==> config.mk <==
export PLATFORM = sky130hd
export DESIGN_NAME = sps_stop_seq
export DESIGN_NICKNAME = d
export VERILOG_FILES = /design/src/include/sps_pkg.sv /design/src/include/sps_div_if.sv /design/src/hdl/sps_divider.sv /design/src/hdl/sps_stop_seq.sv
export SDC_FILE = /design/constraint.sdc
export NUM_CORES = 2
export LEC_CHECK = 0
export ABC_CLOCK_PERIOD_IN_PS = 24500
export BUFFER_PORTS_ARGS = -buffer_cell sky130_fd_sc_hd__buf_4
export CORE_UTILIZATION = 50
export CTS_CLUSTER_SIZE = 20
export DETAILED_ROUTE_END_ITERATION = 8
export PLACE_DENSITY = 0.74
export SKIP_LAST_GASP = 1
export SYNTH_ARGS = -nofsm -noshare
export SYNTH_HDL_FRONTEND = slang
export SYNTH_SLANG_ARGS = --single-unit
export TNS_END_PERCENT = 100
==> constraint.sdc <==
create_clock -name i_clk -period 24.5 [get_ports i_clk]
set_input_delay 2.45 -clock i_clk [delete_from_list [all_inputs] [get_ports i_clk]]
set_output_delay 2.45 -clock i_clk [all_outputs]
set_load 0.02 [all_outputs]
==> src/include/sps_pkg.sv <==
// Constants shared by the positioning-stop logic and its divider
package sps_pkg;
    localparam int NUM_ENTRIES = 8;
    localparam int IDX_W = 3;
    localparam int FREQ_W = 16;
    localparam int DLY_W = 16;
    localparam logic [FREQ_W-1:0] FREQ_MAX = 16'hE9FC;
    localparam logic [DLY_W-1:0] DELAY_MAX = 16'hEA60;
    localparam logic [NUM_ENTRIES-1:0][FREQ_W-1:0] FREQ_DEFAULTS = {
        16'h1770, 16'h1388, 16'h0FA0, 16'h0BB8,
        16'h07D0, 16'h03E8, 16'h01F4, 16'h0000};
    localparam logic [DLY_W-1:0] DELAY_DEFAULT = 16'h0000;
    localparam logic [2:0] STOP_POSITIONING = 3'h4;
    localparam int CLK_HZ = 32'h02FA_F080;
    localparam int TICK_MS = 32'h0000_000A;
    localparam int TICK_CYCLES = CLK_HZ / 1000 * TICK_MS;
    localparam int DIV_W = 32;
    localparam logic [5:0] DIV_STEPS = 6'h20;
endpackage

==> src/include/sps_div_if.sv <==
// Carrier between the stop sequencer and its divider
`timescale 1ns/1ps
interface sps_div_if;
    logic start;
    logic [31:0] dividend;
    logic [15:0] divisor;
    logic done;
    logic [31:0] quotient;
    modport master (output start, output dividend, output divisor,
                    input done, input quotient);
    modport slave (input start, input dividend, input divisor,
                   output done, output quotient);
endinterface

==> src/hdl/sps_divider.sv <==
// Restoring unsigned divider, one quotient bit per clock
`timescale 1ns/1ps
module sps_divider
    import sps_pkg::*;
(
    input wire logic i_clk,
    input wire logic i_sys_rst,
    sps_div_if.slave div
);
    typedef struct packed {
        logic busy;
        logic done;
        logic [5:0] steps;
        logic [16:0] rem;
        logic [31:0] quo;
        logic [15:0] den;
    } sps_div_state_t;

    sps_div_state_t s;
    sps_div_state_t next_s;
    logic [16:0] shifted;

    always_comb begin
        next_s = s;
        next_s.done = 1'b0;
        shifted = {s.rem[15:0], s.quo[31]};
        if (div.start) begin
            next_s.busy = 1'b1;
            next_s.steps = DIV_STEPS;
            next_s.rem = '0;
            next_s.quo = div.dividend;
            next_s.den = div.divisor;
        end else if (s.busy) begin
            if (shifted >= {1'b0, s.den}) begin
                next_s.rem = shifted - {1'b0, s.den};
                next_s.quo = {s.quo[30:0], 1'b1};
            end else begin
                next_s.rem = shifted;
                next_s.quo = {s.quo[30:0], 1'b0};
            end
            next_s.steps = s.steps - 6'h01;
            if (s.steps == 6'h01) begin
                next_s.busy = 1'b0;
                next_s.done = 1'b1;
            end
        end
    end

    always_ff @(posedge i_clk) begin
        if (i_sys_rst) begin
            s <= '0;
        end else begin
            s <= next_s;
        end
    end

    assign div.done = s.done;
    assign div.quotient = s.quo;
endmodule

==> src/hdl/sps_stop_seq.sv <==
// Positioning-stop sequencer: delay tables, interpolation and hold timer
`timescale 1ns/1ps
module sps_stop_seq
    import sps_pkg::*;
#(
    parameter int TICK_LEN = TICK_CYCLES
)
(
    input wire logic i_clk,
    input wire logic i_sys_rst,
    input wire logic [2:0] i_stop_method_select,
    input wire logic i_freq_wr,
    input wire logic i_delay_wr,
    input wire logic [IDX_W-1:0] i_wr_index,
    input wire logic [15:0] i_wr_data,
    input wire logic [IDX_W-1:0] i_rd_index,
    input wire logic [FREQ_W-1:0] i_out_freq,
    input wire logic i_stop_cmd,
    output logic o_hold_speed,
    output logic o_decel_start,
    output logic [DLY_W-1:0] o_delay_sel,
    output logic [FREQ_W-1:0] o_freq_rd,
    output logic [DLY_W-1:0] o_delay_rd
);
    localparam int TICK_W = $clog2(TICK_LEN + 1);

    typedef enum logic [2:0] {
        SPS_IDLE = 3'h1,
        SPS_DIV = 3'h2,
        SPS_HOLD = 3'h4
    } sps_state_t;

    typedef struct packed {
        sps_state_t st;
        logic [NUM_ENTRIES-1:0][FREQ_W-1:0] freq;
        logic [NUM_ENTRIES-1:0][DLY_W-1:0] delay;
        logic [DLY_W-1:0] t2;
        logic falling;
        logic [DLY_W-1:0] delay_sel;
        logic [DLY_W-1:0] ticks;
        logic [TICK_W-1:0] tick_cnt;
        logic div_start;
        logic [31:0] div_num;
        logic [15:0] div_den;
        logic hold_speed;
        logic decel_start;
        logic [FREQ_W-1:0] freq_rd;
        logic [DLY_W-1:0] delay_rd;
    } sps_seq_state_t;

    sps_seq_state_t s;
    sps_seq_state_t next_s;
    sps_div_if div ();

    logic [NUM_ENTRIES-1:0] at_or_above;
    logic [IDX_W:0] seg_cnt;
    logic [IDX_W-1:0] lo_idx;
    logic [IDX_W-1:0] hi_idx;
    logic [FREQ_W-1:0] f1;
    logic [FREQ_W-1:0] f2;
    logic [DLY_W-1:0] t1;
    logic [DLY_W-1:0] t2;
    logic [DLY_W-1:0] t_span;
    logic [31:0] product;
    logic tick;

    // One comparator per table entry
    genvar g;
    generate
        for (g = 0; g < NUM_ENTRIES; g++) begin : g_cmp
            assign at_or_above[g] = i_out_freq >= s.freq[g];
        end
    endgenerate

    // Non-decreasing table makes the count of passed entries the segment index
    always_comb begin
        seg_cnt = '0;
        for (int i = 0; i < NUM_ENTRIES; i++) begin
            seg_cnt = seg_cnt + {{IDX_W{1'b0}}, at_or_above[i]};
        end
    end

    always_comb begin
        hi_idx = (seg_cnt == 4'h8) ? 3'h7 : seg_cnt[IDX_W-1:0];
        lo_idx = (seg_cnt == 4'h0) ? 3'h0 : 3'(seg_cnt - 4'h1);
        f1 = s.freq[lo_idx];
        f2 = s.freq[hi_idx];
        t1 = s.delay[lo_idx];
        t2 = s.delay[hi_idx];
        t_span = (t2 >= t1) ? (t2 - t1) : (t1 - t2);
        product = 32'(f2 - i_out_freq) * 32'(t_span);
    end

    assign tick = s.tick_cnt == TICK_W'(TICK_LEN - 1);

    always_comb begin
        next_s = s;
        next_s.decel_start = 1'b0;
        next_s.div_start = 1'b0;
        next_s.freq_rd = s.freq[i_rd_index];
        next_s.delay_rd = s.delay[i_rd_index];
        // Out-of-range writes saturate rather than wrap
        if (i_freq_wr) begin
            next_s.freq[i_wr_index] = (i_wr_data > FREQ_MAX) ? FREQ_MAX : i_wr_data;
        end
        if (i_delay_wr) begin
            next_s.delay[i_wr_index] = (i_wr_data > DELAY_MAX) ? DELAY_MAX : i_wr_data;
        end
        case (s.st)
            SPS_IDLE: begin
                if (i_stop_cmd) begin
                    if (i_stop_method_select == STOP_POSITIONING) begin
                        next_s.hold_speed = 1'b1;
                        next_s.t2 = t2;
                        next_s.falling = t1 > t2;
                        next_s.ticks = '0;
                        next_s.tick_cnt = '0;
                        // Equal points carry equal delays, so no division
                        if (lo_idx == hi_idx || f1 == f2 || t1 == t2) begin
                            next_s.delay_sel = t2;
                            next_s.st = SPS_HOLD;
                        end else begin
                            next_s.div_start = 1'b1;
                            next_s.div_num = product;
                            next_s.div_den = f2 - f1;
                            next_s.st = SPS_DIV;
                        end
                    end else begin
                        next_s.decel_start = 1'b1;
                    end
                end
            end
            SPS_DIV: begin
                if (div.done) begin
                    // Quotient never exceeds the span, so the low bits suffice
                    if (s.falling) begin
                        next_s.delay_sel = s.t2 + div.quotient[DLY_W-1:0];
                    end else begin
                        next_s.delay_sel = s.t2 - div.quotient[DLY_W-1:0];
                    end
                    next_s.st = SPS_HOLD;
                end
            end
            SPS_HOLD: begin
                if (s.ticks == s.delay_sel) begin
                    next_s.decel_start = 1'b1;
                    next_s.hold_speed = 1'b0;
                    next_s.st = SPS_IDLE;
                end else if (tick) begin
                    next_s.tick_cnt = '0;
                    next_s.ticks = s.ticks + 16'h0001;
                end else begin
                    next_s.tick_cnt = s.tick_cnt + TICK_W'(1);
                end
            end
            default: begin
                next_s.st = SPS_IDLE;
                next_s.hold_speed = 1'b0;
            end
        endcase
    end

    always_ff @(posedge i_clk) begin
        if (i_sys_rst) begin
            s <= '0;
            s.st <= SPS_IDLE;
            s.freq <= FREQ_DEFAULTS;
            s.delay <= {NUM_ENTRIES{DELAY_DEFAULT}};
        end else begin
            s <= next_s;
        end
    end

    assign div.start = s.div_start;
    assign div.dividend = s.div_num;
    assign div.divisor = s.div_den;

    sps_divider u_div (
        .i_clk(i_clk),
        .i_sys_rst(i_sys_rst),
        .div(div)
    );

    assign o_hold_speed = s.hold_speed;
    assign o_decel_start = s.decel_start;
    assign o_delay_sel = s.delay_sel;
    assign o_freq_rd = s.freq_rd;
    assign o_delay_rd = s.delay_rd;
endmodule

==> impl_metrics.py <==
metrics = {
    "grt": {
        "initial_antenna_violation_count": 2,
        "first_pass_grt_wire_length_um": 196000,
        "grt_max_degree": 97,
        "grt_usage_pct": 29.2,
        "grt_overflow_total": 0,
        "first_global_vias": 34803,
    },
    "floorplanning": {
        "fp.coreArea_sq_um": 82400,
        "die-height_um": 291,
        "initial_core_util_pct": 50.7,
        "dieArea_sq_um": 84700,
        "die_w_um": 291,
        "io_pins": 96,
        "row_count": 105,
    },
    "run": {
        "maxCapViolCount": 0,
    },
    "drt": {
        "post_drt_wl_per_cell_um": 20.9,
        "vias": 35899,
        "detail_route.drc_violations": 0,
        "drtAntennaViolNets": 0,
        "vias_per_cell": 5.99,
        "drt-initial-drc-count": 3747,
        "first_pass_iters": 8,
        "finalWirelength_um": 125000,
    },
    "critical_path": {
        "timing.critical_path.required_ns": 25.04,
        "cp_top_family": "adder cells",
        "worstPathMaxFanout": 96,
        "slowest_delay_ns": 1.00,
        "timing.critical_path.slowest_stage_cell": "or2_4",
        "regToRegEndpoint": "div.dividend[30]$_SDFFE_PP0P_",
        "critical_path_buf_inv_count": 9,
        "timing.reg2reg.worst_path_depth": 59,
        "crit_cells": 61,
        "r2r-start": "s[327]$_SDFFE_PP0P_",
        "crit_path_end_kind": "flop",
        "regToRegSetupSlack_ns": 7.10,
        "critPathMostFrequentCell": "fa_1",
        "startpoint_type": "input port",
        "timing.critical_path.arrival_ns": 19.70,
        "path_class": "in -> reg",
    },
    "timing": {
        "hold_viol": 0,
        "timing.clock.skew_ns": 0.0469,
        "report.final.slew_viol_count": 0,
        "worst_pin_slew_ns": 1.36,
        "rsz_0062_raised_after_global_routing": "false",
        "layout_min_cycle_time_ns": 19.16,
        "max_freq_ghz": 0.0522,
        "setup_violations": 0,
        "slew-limit-headroom_pct": 9.00,
        "min_period_over_period_pct": 78.2,
        "tns_ns": 0,
    },
    "synthesis": {
        "share_of_async_settable_or_async_resettable_flops_after_synthesis_pct": 0,
        "synth_seq_cells": 482,
        "syn-mean-instance-area_sq_um": 8.38,
        "synth_largest_area_cell": "dfxtp_1",
        "ys.flop_type": "dfxtp_1",
        "synth.top_cell.area_share_pct": 23.1,
        "seq_area_frac_synth_pct": 23.1,
        "synth_enable_flop_cells": 0,
        "postSynthNetCount": 5621,
        "ys_warn_count": 0,
        "syn-instance-count": 4985,
        "synthTopCellsByArea": "dfxtp_1, fa_1, ha_1",
        "yosys-top-cells-count": "nand2_1, inv_1, nor2_1",
        "post_synth_instance_area_sq_um": 41800,
        "yosys.cell_count.top_type": "nand2_1",
        "yosysUniqueCellTypes": 86,
    },
    "worst_hold_path": {
        "holdPathStages": 2,
        "timing.hold.worst.class": "reg -> reg",
        "timing.hold.worst.start": "div.dividend[15]$_SDFFE_PP0P_",
        "hold-path-endpoint": "div.dividend[15]$_SDFFE_PP0P_",
    },
    "clocking": {
        "clk_path_buf_depth": 3,
        "postCtsHoldBufs": 0,
        "clk_latency_ns": 0.65,
        "post_cts.resized_instances": 0,
        "tritoncts_num_sinks": 482,
        "tritoncts": "yes",
        "postCtsSetupRepairBufs": 0,
        "cts_max_level": 2,
        "clock_edge_transition_at_the_registers_on_the_reported_setup_and_hold_paths_ns": 0.06,
        "cts_root_buf": "clkbuf_16",
        "tritoncts.num_buffers": 55,
    },
    "placed_design": {
        "port-buffer-count": 95,
        "place.gp.congestion": 0.977,
        "place_hpwl_um": 91200,
    },
    "layout": {
        "finish.net_count": 5512,
        "multi_input_comb_area_sq_um": 28500,
        "final_layout_size_suffix_gt1_share_pct": 9.13,
        "layout-area-overhead-vs-synth_pct": 7.45,
        "fillers": 7451,
        "ff_latch_area_sq_um": 9660,
    },
    "outcome": {
        "outcome": "complete, no violations",
    },
}
cell families after synthesis:
logic type / after synthesis / share of synthesized area, %
AOI/OAI and AO/OA: 927 / 14.6
xor gates and xnor gates: 180 / 3.86
adders and majority gates: 590 / 22.6
buffers and inverters: 925 / 8.89
DFF: 482 / 23.1
muxes: 270 / 10.3
and+or+nand+nor: 1611 / 16.6
routing by layer:
metal	track usage, %	up-vias	wire length [um]
met3	5.58	366	12300
met1	38.8	17150	50900
met2	46.3	1880	56400
li1	-	16501	-
met4	12.8	2	5780
met5	0	-	13
placed cells by master (no fill, tap or decap), types with 54 or more instances in the layout:
| cell | Yosys | layout |
|---|---|---|
| inv_1 | 596 | 596 |
| nand2b_1 | 61 | 60 |
| nor3_1 | 57 | 54 |
| a21oi_1 | 358 | 358 |
| fa_1 | 277 | 277 |
| dfxtp_1 | 482 | 480 |
| buf_4 | 55 | 159 |
| mux4_2 | 127 | 127 |
| nor2_1 | 547 | 545 |
| mux2i_1 | 128 | 128 |
| a221oi_1 | 65 | 65 |
| a211oi_1 | 99 | 99 |
| ha_1 | 313 | 312 |
| a21o_1 | 74 | 74 |
| o21ai_0 | 83 | 83 |
| clkbuf_16 | 0 | 55 |
| xor2_1 | 66 | 66 |
| xnor2_1 | 110 | 109 |
| nand2_1 | 680 | 680 |
flip-flops by register name, indices dropped and copies added (netlist names):
register / flops
div.start: 1
u_div.div.quotient: 32
o_decel_start: 1
o_delay_rd: 16
o_delay_sel: 16
o_hold_speed: 1
u_div.div.done: 1
div.dividend: 32
u_div.s: 39
div.divisor: 16
o_freq_rd: 16
s: 311
worst reg2reg max path, delay by kind of cell (launching register included):
kind | cells | cell delay [ns]
xor+xnor | 1 | 0.82
fa+ha+maj | 15 | 6.72
flops | 1 | 0.45
simple gates | 14 | 3.42
buf+inv | 7 | 0.43
compound gates | 22 | 5.45
worst max path at each step:
stage                        startpoint                             to
after floorplan           i_out_freq[0]  div.dividend[31]$_SDFFE_PP0P_
after global placement    i_out_freq[0]  div.dividend[30]$_SDFFE_PP0P_
after detailed placement  i_out_freq[0]  div.dividend[30]$_SDFFE_PP0P_
after CTS                 i_out_freq[0]  div.dividend[30]$_SDFFE_PP0P_
after global routing      i_out_freq[0]  div.dividend[30]$_SDFFE_PP0P_
final                     i_out_freq[0]  div.dividend[30]$_SDFFE_PP0P_
per-stage QoR:
stage                     cell area [sq um]  worst slack [ns]  std cells  utilization [%]  hold WS, ns
after floorplan                       41800              6.23       4985                -        0.432
after global placement                43000              5.10       5889             52.2        0.439
after detailed placement              43000              4.89       5889             52.2        0.445
after CTS                             44900              5.52       5988             54.5        0.452
after global routing                  44900              4.38       5989             54.5        0.474
final                                 44900              5.34       5989             54.5        0.451
cell type report:
| cell class | instances | area share, % |
|---|---|---|
| inverter | 599 | 5.01 |
| antenna | 1 | 0.00557 |
| timing repair buffer | 160 | 2.69 |
| tap | 1070 | 2.98 |
| clock inverter | 29 | 0.917 |
| clock buffer | 70 | 3.39 |
| multi-input combinational | 3578 | 63.5 |
| sequential | 482 | 21.5 |
Power is not shown: default switching activity piles up to over one toggle a cycle in this logic, so the estimate is an artifact.
